[src/hdl/spc_pkg.sv]
/*
 * Shared constants and types for the power switch trip controller:
 * sample scaling, integrator figures, timing counts and the switch states.
 * Assumes a 40 MHz ref_clk on both ends and a 12-bit unsigned current
 * sample in which RATED_CNT counts equal the rated load current.
 */
package spc_pkg;

    // Clock rate of both ends
    localparam int CLK_HZ = 40_000_000;

    // Trip override is looked at once per this period
    localparam int OVR_PERIOD_MS = 20;
    localparam int OVR_PERIOD_CYC = (CLK_HZ / 1000) * OVR_PERIOD_MS;

    // Host waits this long after a command edge before judging the flags
    localparam int SETTLE_US = 650;
    localparam int SETTLE_CYC = (CLK_HZ / 1_000_000) * SETTLE_US;

    // Current sample scaling
    localparam int CUR_W = 12;
    localparam int SQ_W = 2 * CUR_W;
    localparam logic [11:0] RATED_CNT = 12'h100;

    // Integrator: leaky accumulator, steady value = square << LEAK_SHIFT
    localparam int ACC_W = 34;
    localparam int LEAK_SHIFT = 8;
    localparam int NO_TRIP_PCT = 110;
    localparam int TRIP_PCT = 120;
    localparam int TRIP_CUR = (256 * TRIP_PCT) / 100;
    localparam logic [33:0] ACC_TRIP =
        34'(TRIP_CUR * TRIP_CUR) << LEAK_SHIFT;

    // Instant trip at 800 % of rated, inside the 700..900 % window
    localparam int INST_PCT = 800;
    localparam logic [11:0] INST_CNT = 12'((256 * INST_PCT) / 100);

    // Load flag threshold at 10 %, between the 5 % and 15 % limits
    localparam int IDLE_PCT = 10;
    localparam logic [11:0] IDLE_CNT = 12'((256 * IDLE_PCT) / 100);

    // Watchdog timeout in rising edges of its own oscillator
    localparam int WDT_W = 16;
    localparam logic [15:0] WDT_TIMEOUT = 16'h03e8;

    // Values after reset
    localparam logic RST_LOAD_FLAG = 1'b1;
    localparam logic RST_SWITCH_FLAG = 1'b0;

    typedef enum logic [1:0] {
        SPC_OFF,
        SPC_ON,
        SPC_TRIP
    } spc_state_t;

endpackage

[src/hdl/spc_link_if.sv]
/*
 * Control and status link between the host controller and the switch.
 * Assumes both ends run from the same reset and clock family; the device
 * still synchronises every link input because the link crosses an isolator.
 */
`timescale 1ns/10ps

interface spc_link_if;
    logic on_cmd;
    logic trip_override;
    logic load_flag;
    logic switch_flag;

    // Device end reads the commands and drives the status flags
    modport dev (
        input on_cmd,
        input trip_override,
        output load_flag,
        output switch_flag
    );

    // Host end drives the commands and reads the status flags
    modport host (
        output on_cmd,
        output trip_override,
        input load_flag,
        input switch_flag
    );
endinterface

[src/hdl/spc_dev.sv]
/*
 * Device end: overcurrent protection of a solid state DC power switch.
 * Squares each current sample into a leaky integrator, trips on its
 * threshold or instantly on gross overload, honours the trip override,
 * and runs a watchdog off a separate oscillator.
 * Assumes cur_sample/cur_valid come from an ADC on ref_clk, and that
 * rst is asserted whenever the logic supply is applied.
 */
`timescale 1ns/10ps

// Overview of operation
// - Square samples, integrate, trip over threshold
// - Integrator memory makes repeat overloads trip sooner
// - Watchdog on own oscillator resets the controller
// - On command is a level, followed after reset
// - Override blocks trips and restores tripped switch
// - Override sampled once every 20 ms
// - Host keeps override free of contact bounce
// - Command low clears trip, high turns on
// - Persisting overload trips again after re-enable
// - Supply reset then on if command high
// - Load flag high at low current, low loaded
// - Switch flag follows conducting state
// - Host compares command with both flags
// - Host accepts three normal states plus tripped
// - Host flags remaining combinations as faults
// - No trip at 110 % rated current
// - Instant trip near 800 % rated current
module spc_dev #(
    parameter int OVR_PERIOD = spc_pkg::OVR_PERIOD_CYC
) (
    input wire logic ref_clk,
    input wire logic rst,
    spc_link_if.dev link,
    input wire logic [11:0] cur_sample,
    input wire logic cur_valid,
    input wire logic wdt_osc,
    input wire logic fw_kick,
    output logic switch_gate,
    output logic wdt_fired
);

    // Link input and watchdog oscillator synchronisers
    logic cmd_s1_q, cmd_s2_q;
    logic ovr_s1_q, ovr_s2_q;
    logic osc_s1_q, osc_s2_q, osc_s3_q;

    // Override sampling
    logic [19:0] per_cnt_q, per_cnt_d;
    logic ovr_q, ovr_d;

    // Watchdog
    logic [15:0] wdt_cnt_q, wdt_cnt_d;
    logic ireset_q, ireset_d;

    // Integrator
    logic [33:0] acc_q, acc_d;
    logic [23:0] sq;
    logic over_heat, over_inst;

    // Switch state and outputs
    spc_pkg::spc_state_t st_q, st_d;
    logic gate_q, gate_d;
    logic load_q, load_d;
    logic sw_flag_q;

    // Two flops on every signal that crosses the isolator or the oscillator
    always_ff @(posedge ref_clk) begin
        if (rst) begin
            cmd_s1_q <= 1'b0;
            cmd_s2_q <= 1'b0;
            ovr_s1_q <= 1'b0;
            ovr_s2_q <= 1'b0;
            osc_s1_q <= 1'b0;
            osc_s2_q <= 1'b0;
            osc_s3_q <= 1'b0;
        end else begin
            cmd_s1_q <= link.on_cmd;
            cmd_s2_q <= cmd_s1_q;
            // An unknown or open override level is taken as deasserted
            ovr_s1_q <= (link.trip_override === 1'b1);
            ovr_s2_q <= ovr_s1_q;
            osc_s1_q <= wdt_osc;
            osc_s2_q <= osc_s1_q;
            osc_s3_q <= osc_s2_q;
        end
    end

    // Override is latched only at period ends, so short glitches between
    // samples are ignored but bounce across a sample still shows through
    always_comb begin
        per_cnt_d = per_cnt_q + 20'h00001;
        ovr_d = ovr_q;
        if (per_cnt_q == 20'(OVR_PERIOD - 1)) begin
            per_cnt_d = 20'h00000;
            ovr_d = ovr_s2_q;
        end
    end

    always_ff @(posedge ref_clk) begin
        if (rst) begin
            per_cnt_q <= 20'h00000;
            ovr_q <= 1'b0;
        end else begin
            per_cnt_q <= per_cnt_d;
            ovr_q <= ovr_d;
        end
    end

    // Watchdog counts oscillator edges; firmware kicks restart it.
    // Limitation: with one clock a dead ref_clk also stops this counter.
    always_comb begin
        wdt_cnt_d = wdt_cnt_q;
        ireset_d = 1'b0;
        if (fw_kick || ireset_q) begin
            wdt_cnt_d = 16'h0000;
        end else if (osc_s2_q && !osc_s3_q) begin
            if (wdt_cnt_q == spc_pkg::WDT_TIMEOUT - 16'h0001) begin
                wdt_cnt_d = 16'h0000;
                ireset_d = 1'b1;
            end else begin
                wdt_cnt_d = wdt_cnt_q + 16'h0001;
            end
        end
    end

    always_ff @(posedge ref_clk) begin
        if (rst) begin
            wdt_cnt_q <= 16'h0000;
            ireset_q <= 1'b0;
        end else begin
            wdt_cnt_q <= wdt_cnt_d;
            ireset_q <= ireset_d;
        end
    end

    // Squared current into a leaky sum: the sum decays by 1/256 per
    // sample, so it settles at square*256 and keeps history between
    // overloads, which shortens the next trip
    assign sq = 24'(cur_sample) * 24'(cur_sample);
    assign over_heat = (acc_q >= spc_pkg::ACC_TRIP);
    assign over_inst = cur_valid && (cur_sample > spc_pkg::INST_CNT);

    always_comb begin
        acc_d = acc_q;
        if (ireset_q) begin
            acc_d = '0;
        end else if (cur_valid) begin
            acc_d = acc_q - (acc_q >> spc_pkg::LEAK_SHIFT)
                + {10'h000, sq};
        end
    end

    always_ff @(posedge ref_clk) begin
        if (rst) begin
            acc_q <= '0;
        end else begin
            acc_q <= acc_d;
        end
    end

    // Switch state follows the command level; trips latch until released
    always_comb begin
        st_d = st_q;
        case (st_q)
            spc_pkg::SPC_OFF: begin
                if (cmd_s2_q) begin
                    st_d = spc_pkg::SPC_ON;
                end
            end
            spc_pkg::SPC_ON: begin
                if (!cmd_s2_q) begin
                    st_d = spc_pkg::SPC_OFF;
                end else if (!ovr_q && (over_heat || over_inst)) begin
                    st_d = spc_pkg::SPC_TRIP;
                end
            end
            spc_pkg::SPC_TRIP: begin
                if (!cmd_s2_q) begin
                    st_d = spc_pkg::SPC_OFF;
                end else if (ovr_q) begin
                    st_d = spc_pkg::SPC_ON;
                end
            end
            default: begin
                st_d = spc_pkg::SPC_OFF;
            end
        endcase
        // Controller reset forgets the trip and takes the command level
        if (ireset_q) begin
            st_d = cmd_s2_q ? spc_pkg::SPC_ON : spc_pkg::SPC_OFF;
        end
    end

    // Gate and switch flag are registered from the next state so both agree in a cycle; load flag follows the samples
    always_comb begin
        gate_d = (st_d == spc_pkg::SPC_ON);
        load_d = load_q;
        if (cur_valid) begin
            load_d = (cur_sample <= spc_pkg::IDLE_CNT);
        end
    end

    always_ff @(posedge ref_clk) begin
        if (rst) begin
            st_q <= spc_pkg::SPC_OFF;
            gate_q <= 1'b0;
            sw_flag_q <= spc_pkg::RST_SWITCH_FLAG;
            load_q <= spc_pkg::RST_LOAD_FLAG;
            wdt_fired <= 1'b0;
        end else begin
            st_q <= st_d;
            gate_q <= gate_d;
            sw_flag_q <= gate_d;
            load_q <= load_d;
            wdt_fired <= ireset_d;
        end
    end

    assign switch_gate = gate_q;
    assign link.switch_flag = sw_flag_q;
    assign link.load_flag = load_q;

endmodule

[src/flat_wrapper.sv]
// flat-port wrapper written by rule: the top's interface ports become plain ports
module spc_dev_flat 
#(
    parameter int OVR_PERIOD = spc_pkg::OVR_PERIOD_CYC
)
  (ref_clk, rst, cur_sample, cur_valid, wdt_osc, fw_kick, switch_gate, wdt_fired, link_on_cmd, link_trip_override, link_load_flag, link_switch_flag);
  spc_link_if link_i ();
  input wire logic ref_clk;
  input wire logic rst;
  input wire logic [11:0] cur_sample;
  input wire logic cur_valid;
  input wire logic wdt_osc;
  input wire logic fw_kick;
  output logic switch_gate;
  output logic wdt_fired;
  input wire logic [$bits(link_i.on_cmd)-1:0] link_on_cmd;
  input wire logic [$bits(link_i.trip_override)-1:0] link_trip_override;
  output wire logic [$bits(link_i.load_flag)-1:0] link_load_flag;
  output wire logic [$bits(link_i.switch_flag)-1:0] link_switch_flag;
  assign link_i.on_cmd = link_on_cmd;
  assign link_i.trip_override = link_trip_override;
  assign link_load_flag = link_i.load_flag;
  assign link_switch_flag = link_i.switch_flag;
  spc_dev #(.OVR_PERIOD(OVR_PERIOD)) u_core (.ref_clk(ref_clk), .rst(rst), .link(link_i), .cur_sample(cur_sample), .cur_valid(cur_valid), .wdt_osc(wdt_osc), .fw_kick(fw_kick), .switch_gate(switch_gate), .wdt_fired(wdt_fired));
endmodule
[config.mk]
export PLATFORM = sky130hd
export DESIGN_NAME = spc_dev_flat
export DESIGN_NICKNAME = d
export VERILOG_FILES = /design/src/hdl/spc_pkg.sv /design/src/hdl/spc_link_if.sv /design/src/hdl/spc_dev.sv /design/src/flat_wrapper.sv
export SDC_FILE = /design/constraint.sdc
export NUM_CORES = 1
export LEC_CHECK = 0
export CAP_MARGIN = 5
export CORE_UTILIZATION = 69
export CTS_CLUSTER_SIZE = 25
export DETAILED_ROUTE_END_ITERATION = 8
export DONT_BUFFER_PORTS = 1
export MAX_ROUTING_LAYER = met4
export PLACE_DENSITY = 0.85
export SLEW_MARGIN = 10
export SYNTH_ARGS = -nofsm -noshare
export SYNTH_HDL_FRONTEND = slang
export SYNTH_SLANG_ARGS = --single-unit
[constraint.sdc]
create_clock -name ref_clk -period 11.3 [get_ports ref_clk]
set_input_delay 0 -clock ref_clk [delete_from_list [all_inputs] [get_ports ref_clk]]
set_output_delay 0 -clock ref_clk [all_outputs]
set_load 0.02 [all_outputs]
==> impl_metrics.yaml, run 1 <==
outcome:
  status: "completed"
clock_tree:
  htree_levels: 3
  clock_latency_ns: 0.34
  clockBufferDepth: 2
  path_clk_slew_ns: 0.06
  cts_tree: "yes"
  cts_root_buf: "clkbuf_16"
  cts_made_buffers: 9
  clkSinkCount: 83
sta:
  skew_ns: 0.00834
  finalHoldViolCount: 0
  tightest_slew_ns: 0.750
  rsz0062_at_grt: "false"
  period_needed_ns: 6.05
  relSlewSlack_pct: 50.0
  finalCritPeriodShare_pct: 53.5
  finalSetupTns_ns: 0
  setup_viol: 0
  drv_slew: 0
  setup_ws_ns: 5.25
  max_freq_ghz: 0.165
global_routing:
  grtUsageMet1_pct: 40.2
  grt_use_met3_pct: 3.61
  grt_pass1_wl_mm: 34.4
  grt_max_degree: 44
  grt_remaining_overflow: 0
  grt_pass1_vias: 7337
  busiest_layer: "met2"
  grt_antenna_before_repair: 0
  use_met2_pct: 52.9
  grtUsageTotal_pct: 31.0
floorplanning:
  dieWidth_um: 120
  die_y_um: 120
  start_util_pct: 71.7
  die-area_mm2: 0.0144
  core_area_mm2: 0.0134
  boundaryPins: 23
  fp-row-count: 42
place:
  dpl_cell_area_mm2: 0.00970
  dp_slack_ns: 5.34
  port-buffer-count: 0
  hpwlAfterDp_mm: 16.0
  gp_congestion: 0.942
setup_path:
  r2r_cells: 20
  worstPathMaxFanout: 7
  path_class: "reg2reg"
  crit_required_ns: 11.53
  worstReg2RegEnd: "u_core.acc_q[29]$_SDFFE_PP0P_"
  regToRegSetupSlack_ns: 5.25
  cp-start-kind: "flip-flop"
  worstSetupEndpointType: "flip-flop"
  critPathArrivalTime_ns: 6.28
  r2r-start: "u_core.acc_q[24]$_SDFFE_PP0P_"
route:
  vias_per_cell: 5.67
  wl_per_cell_um: 15.8
  drt_iter0_drc: 427
  drt-total-wl_mm: 20.1
  drt_first_pass_iters: 5
  antenna_left: 0
  via_count: 7217
  drcViolationCount: 0
hold_path:
  hold_path.class: "in2reg"
  hold_path_depth: 2
  min-delay-start: "cur_valid"
  hold_path_end: "u_core.acc_q[30]$_SDFFE_PP0P_"
synthesis:
  syn_nets: 1358
  yosysMostFrequentCell: "inv_1"
  netlist_instances: 1106
  ys_async_sr_fraction_pct: 0
  avgSynthCellArea_um2: 8.69
  ys_seq_area_share_pct: 17.3
  ys_ff_latch: 83
  ys_warn_count: 0
  synth_commonest_cells: "inv_1, fa_1, ha_1"
  ys.flop_type: "dfxtp_1"
  synth_top_area_share_pct: 26.7
  synth.distinct_cells: 61
  synth_area_mm2: 0.00961
  ys_top_cells_by_area: "fa_1, dfxtp_1, ha_1"
  synth_top_cell_by_area: "fa_1"
  synth_enable_flop_cells: 0
cells_and_area:
  area_growth_pct: 4.84
  antenna_cells: 0
  multiInputGateArea_mm2: 0.00690
  nFillCells: 968
  design_area_mm2: 0.0101
  drive_above_1_share_pct: 2.73
  register_area_mm2: 0.00166
  final_nets: 1344
run:
  cap_violations: 0
-- through the flow --
stage,hold WS [ns],util [%],cells
after detailed placement,0.0744,72.4,1248
after floorplan,0.0716,-,1106
after global routing,0.0526,75.2,1273
final,0.0372,75.2,1273
after global placement,0.0727,72.4,1248
after CTS,0.0149,75.2,1273
-- worst max-delay path, cell delays in order, from the launching register on --
cell and delay [ns]:
dfxtp_1 0.35, inv_1 0.11, fa_1 0.55, inv_1 0.06, fa_1 0.51, fa_1 0.54, inv_1 0.05, fa_1 0.50
fa_1 0.55, inv_1 0.06, fa_1 0.49, inv_1 0.04, ha_1 0.38, and3_1 0.24, nand3_1 0.14, nor2_1 0.25
o211ai_1 0.19, a211o_1 0.35, a21boi_1 0.16, o21ai_0 0.09, a311oi_1 0.30
-- logic make-up (layout without fill, tap and decap cells) --
kind of cell / count (synthesis) / count (layout) / share of synthesized area, %
AOI/OAI and AO/OA: 131 / 131 / 9.10
xor gates and xnor gates: 57 / 57 / 5.20
adders and majority gates: 233 / 233 / 40.3
buffers and inverters: 277 / 268 / 10.9
DFF: 83 / 83 / 17.3
muxes: 20 / 20 / 2.10
and+or+nand+nor: 305 / 305 / 15.1
-- layer usage --
layer  part of all wire, %  wire, um
met2                    51     10300
met1                    43      8670
met3                   4.4       879
met5                     0         0
met4                   1.1       228
-- cell usage in the layout (no fill, tap or decap), types with 3 or more instances in the layout --
cell,netlist,layout
clkinvlp_4,0,3
o21ai_1,3,3
inv_6,0,3
a31oi_1,9,9
mux2i_1,19,19
fa_1,128,128
or3_1,7,7
and3_1,10,10
inv_1,242,242
nand3_1,34,34
o21ai_0,18,18
or2_2,4,4
xor2_1,31,31
nor4_1,6,6
a211o_1,3,3
xnor2_1,26,26
nor2_1,96,96
nand4_1,13,13
o21bai_1,6,6
nor3_1,6,6
nand2_1,78,78
a21oi_1,41,41
ha_1,105,105
nand2b_1,3,3
a211oi_1,5,5
nor2b_1,13,13
clkbuf_16,0,9
o21a_1,4,4
dlygate4sd3_1,0,8
a21o_1,12,12
o211ai_1,6,6
dfxtp_1,83,83
and2_1,24,24
-- flip-flops by register name (all words and copies together), names as in the netlist --
register               count
u_core.ovr_q               1
u_core.cmd_s2_q            1
u_core.switch_gate         1
u_core.wdt_cnt_q          16
u_core.cmd_s1_q            1
u_core.ovr_s1_q            1
u_core.acc_q              34
u_core.osc_s1_q            1
u_core.per_cnt_q          20
u_core.osc_s2_q            1
u_core.ovr_s2_q            1
u_core.osc_s3_q            1
u_core.st_q                2
u_core.link.load_flag      1
u_core.wdt_fired           1
-- layout make-up --
class	count	area share, %
Multi-Input combinational cell	746	68.5
Sequential cell	83	16.5
Inverter	242	9.02
Clock buffer	10	2.27
Tap cell	176	2.19
Timing Repair Buffer	10	1.07
Clock inverter	6	0.484
-- timing repair --
action,4_1_cts,5_1_grt
gates resized for setup,0,0
endpoints found under the hold margin,46,0
hold buffers,9,0
setup buffers,0,0
-- worst max path at each step --
stage / slack [ns] / cells past startpoint / endpoint / start
2_1_floorplan: 5.63 / 21 / u_core.acc_q[33]$_SDFFE_PP0P_ / cur_sample[1]
3_3_place_gp: 5.51 / 20 / u_core.acc_q[29]$_SDFFE_PP0P_ / u_core.acc_q[24]$_SDFFE_PP0P_
3_5_place_dp: 5.34 / 20 / u_core.acc_q[33]$_SDFFE_PP0P_ / u_core.acc_q[24]$_SDFFE_PP0P_
4_1_cts: 5.32 / 20 / u_core.acc_q[33]$_SDFFE_PP0P_ / u_core.acc_q[24]$_SDFFE_PP0P_
5_1_grt: 5.01 / 20 / u_core.acc_q[29]$_SDFFE_PP0P_ / u_core.acc_q[24]$_SDFFE_PP0P_
6_report: 5.25 / 20 / u_core.acc_q[29]$_SDFFE_PP0P_ / u_core.acc_q[24]$_SDFFE_PP0P_
Power of run 1 is left out: the tool's default activity adds up to more than one toggle a clock period on the data nets, which glitch-free logic cannot reach.
==> inputs of run 2 (changes only) <==
- ABC_AREA: not set -> 1
- CORE_UTILIZATION: 69 -> 60
- PLACE_DENSITY: 0.85 -> 0.79
- clock period: 11.3 -> 4.9 ns (I/O delays scaled with it)
==> run 2 against run 1 <==
  * The flow now finishes with violations (hold timing, setup timing)
  * Critical path depth is 4 higher
  * Critical path type unchanged
  * First-iteration DRC count is 56% higher
  * Largest cell class unchanged
  * Die area is 24% higher
==> impl_metrics.yaml, run 2 <==
synthesis:
  synth_top_cell_by_area: "fa_1"
  netlist_instances: 1408
  ys_warn_count: 0
  synth_top_area_share_pct: 24.7
  ys_seq_area_share_pct: 16.0
  yosysMostFrequentCell: "inv_1"
  synth_area_mm2: 0.0104
  ys_async_sr_fraction_pct: 0
  synth_commonest_cells: "inv_1, nand2_1, fa_1"
  ys_top_cells_by_area: "fa_1, dfxtp_1, inv_1"
  synth.distinct_cells: 44
  syn_nets: 1660
  ys_ff_latch: 83
  avgSynthCellArea_um2: 7.38
  synth_enable_flop_cells: 0
  ys.flop_type: "dfxtp_1"
setup_path:
  cp_top_family: "adder cells"
  worstSetupEndpointType: "flip-flop"
  critPathArrivalTime_ns: 5.28
  worst-path-buf-inv: 8
  cp_slowest_cell: "fa_1"
  worstPathMaxFanout: 4
  crit_top_cell: "fa_1"
  cp-start-kind: "flip-flop"
  critical-path-max-stage-delay_ns: 0.52
  r2r_cells: 24
  crit_required_ns: 5.16
  r2r-start: "u_core.acc_q[23]$_SDFFE_PP0P_"
  crit_start: "u_core.acc_q[23]$_SDFFE_PP0P_"
  crit_chain: "inv_2 -> fa_1 -> inv_1 -> fa_1 -> inv_1 -> fa_1 -> fa_2 -> fa_1 -> inv_2 -> fa_1 -> inv_2 -> ha_4 -> buf_6 -> nand2_8 -> nor2_4 -> inv_2 -> nor3_2 -> nand2_1 -> nand2_4 -> nand2_2 -> nand4_1 -> nand3_1 -> nand2_1 -> inv_1"
  regToRegSetupSlack_ns: -0.11
  path_class: "reg2reg"
  worstReg2RegEnd: "u_core.acc_q[24]$_SDFFE_PP0P_"
cells_and_area:
  drive_above_1_share_pct: 12.4
  largestRegisters: "u_core.acc_q: 34 flops, u_core.per_cnt_q: 20 flops, u_core.wdt_cnt_q: 16 flops"
  mostFrequentLayoutCell: "inv_1"
  antenna_cells: 0
  area_growth_pct: 13.1
  final_nets: 1715
  largest_reg_flops: 34
  fin_cells: 1688
  nFillCells: 1295
  top_register: "u_core.acc_q"
  final_cell_mix: "inv_1, nand2_1, fa_1"
clock_tree:
  htree_levels: 3
  clockBufferDepth: 2
  cts_made_buffers: 9
  cts_tree: "yes"
  clock_latency_ns: 0.36
  cts_hold_buf: 13
  path_clk_slew_ns: 0.07
  cts_root_buf: "clkbuf_16"
  clkSinkCount: 83
sta:
  period_needed_ns: 5.01
  finalHoldWorstSlack_ns: -0.257
  finalCritPeriodShare_pct: 102
  tightest_slew_ns: 0.563
  drv_slew: 0
  max_freq_ghz: 0.199
  finalHoldViolCount: 17
  relSlewSlack_pct: 62.2
  setup_viol: 11
  setup_ws_ns: -0.114
  rsz0062_at_grt: "true"
  skew_ns: 0.00703
place:
  dp_cells: 1649
  port-buffer-count: 0
  gp_congestion: 1.01
  hpwlAfterDp_mm: 20.1
route:
  drcViolationCount: 0
  drt_first_pass_iters: 7
  vias_per_cell: 5.31
  drt-total-wl_mm: 25.9
  antenna_left: 0
  drt_iter0_drc: 664
  wl_per_cell_um: 15.3
  via_count: 8966
global_routing:
  grtUsageTotal_pct: 31.9
  grt_antenna_before_repair: 0
  grt_remaining_overflow: 0
  grt_pass1_vias: 9222
  grt_pass1_wl_mm: 43.6
  grt_max_degree: 32
floorplanning:
  dieWidth_um: 134
  core_area_mm2: 0.0168
  start_util_pct: 62.0
  fp-row-count: 47
  boundaryPins: 23
  die-area_mm2: 0.0179
  die_y_um: 134
outcome:
  violations: "hold timing, setup timing"
  status: "finished with violations"
hold_path:
  hold_path_depth: 1
  hold_path.class: "in2reg"
  min-delay-start: "cur_valid"
  hold_path_end: "u_core.acc_q[19]$_SDFFE_PP0P_"
run:
  cap_violations: 0
==> run 2: worst reg2reg max path, stage by stage, from the launching register on <==
cell	delay, ns
dfxtp_2	0.34
inv_2	0.05
fa_1	0.47
inv_1	0.05
fa_1	0.51
inv_1	0.06
fa_1	0.53
fa_2	0.45
fa_1	0.51
inv_2	0.04
fa_1	0.51
inv_2	0.05
ha_4	0.29
buf_6	0.12
nand2_8	0.06
nor2_4	0.10
inv_2	0.06
nor3_2	0.14
nand2_1	0.13
nand2_4	0.12
nand2_2	0.07
nand4_1	0.08
nand3_1	0.09
nand2_1	0.06
inv_1	0.04
==> run 2: worst max path at each step <==
stage,end,slack (ns),depth (start not counted)
2_1_floorplan,u_core.acc_q[28]$_SDFFE_PP0P_,0.002,22
3_3_place_gp,u_core.acc_q[22]$_SDFFE_PP0P_,-0.24,20
3_5_place_dp,u_core.acc_q[32]$_SDFFE_PP0P_,-0.30,23
4_1_cts,u_core.acc_q[25]$_SDFFE_PP0P_,-0.02,24
5_1_grt,u_core.acc_q[24]$_SDFFE_PP0P_,-0.36,24
6_report,u_core.acc_q[24]$_SDFFE_PP0P_,-0.11,24
==> run 2: layer usage <==
metal	vias to the layer above	share of wire, %	GRT usage (%)
met3	65	5.6	4.60
met5	-	0	-
met1	4270	43	40.1
met2	268	49	52.7
li1	4363	-	-
met4	0	2.9	10.8
==> run 2: logic make-up after synthesis <==
logic type | after synthesis | synth area share [%]
buffers and inverters | 405 | 14.7
and+or+nand+nor | 505 | 21.7
DFF | 83 | 16.0
adders and majority gates | 233 | 37.3
AOI/OAI and AO/OA | 153 | 7.80
xor gates and xnor gates | 29 | 2.44
==> run 2: cell type report <==
class | instances | area (um2) | share of cell area, %
clock inverter | 6 | 51.3 | 0.436
timing repair buffer | 69 | 562 | 4.78
sequential | 83 | 1670 | 14.2
tap | 220 | 275 | 2.34
clock buffer | 10 | 229 | 1.95
inverter | 380 | 1430 | 12.1
multi-input combinational | 920 | 7550 | 64.2
==> run 2: repair_timing <==
| item | in CTS | in global routing |
|---|---|---|
| pin swaps | 37 | 18 |
| setup endpoints to repair | 21 | 23 |
| resized for setup | 57 | 37 |
| buffers inserted | 7 | 3 |
| endpoints found under the hold margin | 43 | 17 |
==> run 2: stage by stage <==
stage / hold WS [ns] / cell area, um2 / setup TNS [ns] / utilization, % / setup slack, ns
floorplan: 0.0963 / 10400 / 0 / - / 0.00150
global placement: 0.0726 / 11000 / -2.66 / 65.4 / -0.243
detailed placement: 0.0744 / 11000 / -4.33 / 65.4 / -0.302
CTS: -0.267 / 11600 / -0.0273 / 69.3 / -0.0190
global route: -0.258 / 11800 / -4.44 / 70.2 / -0.358
finish: -0.257 / 11800 / -0.722 / 70.2 / -0.114
Power of run 2 is left out for the same reason.
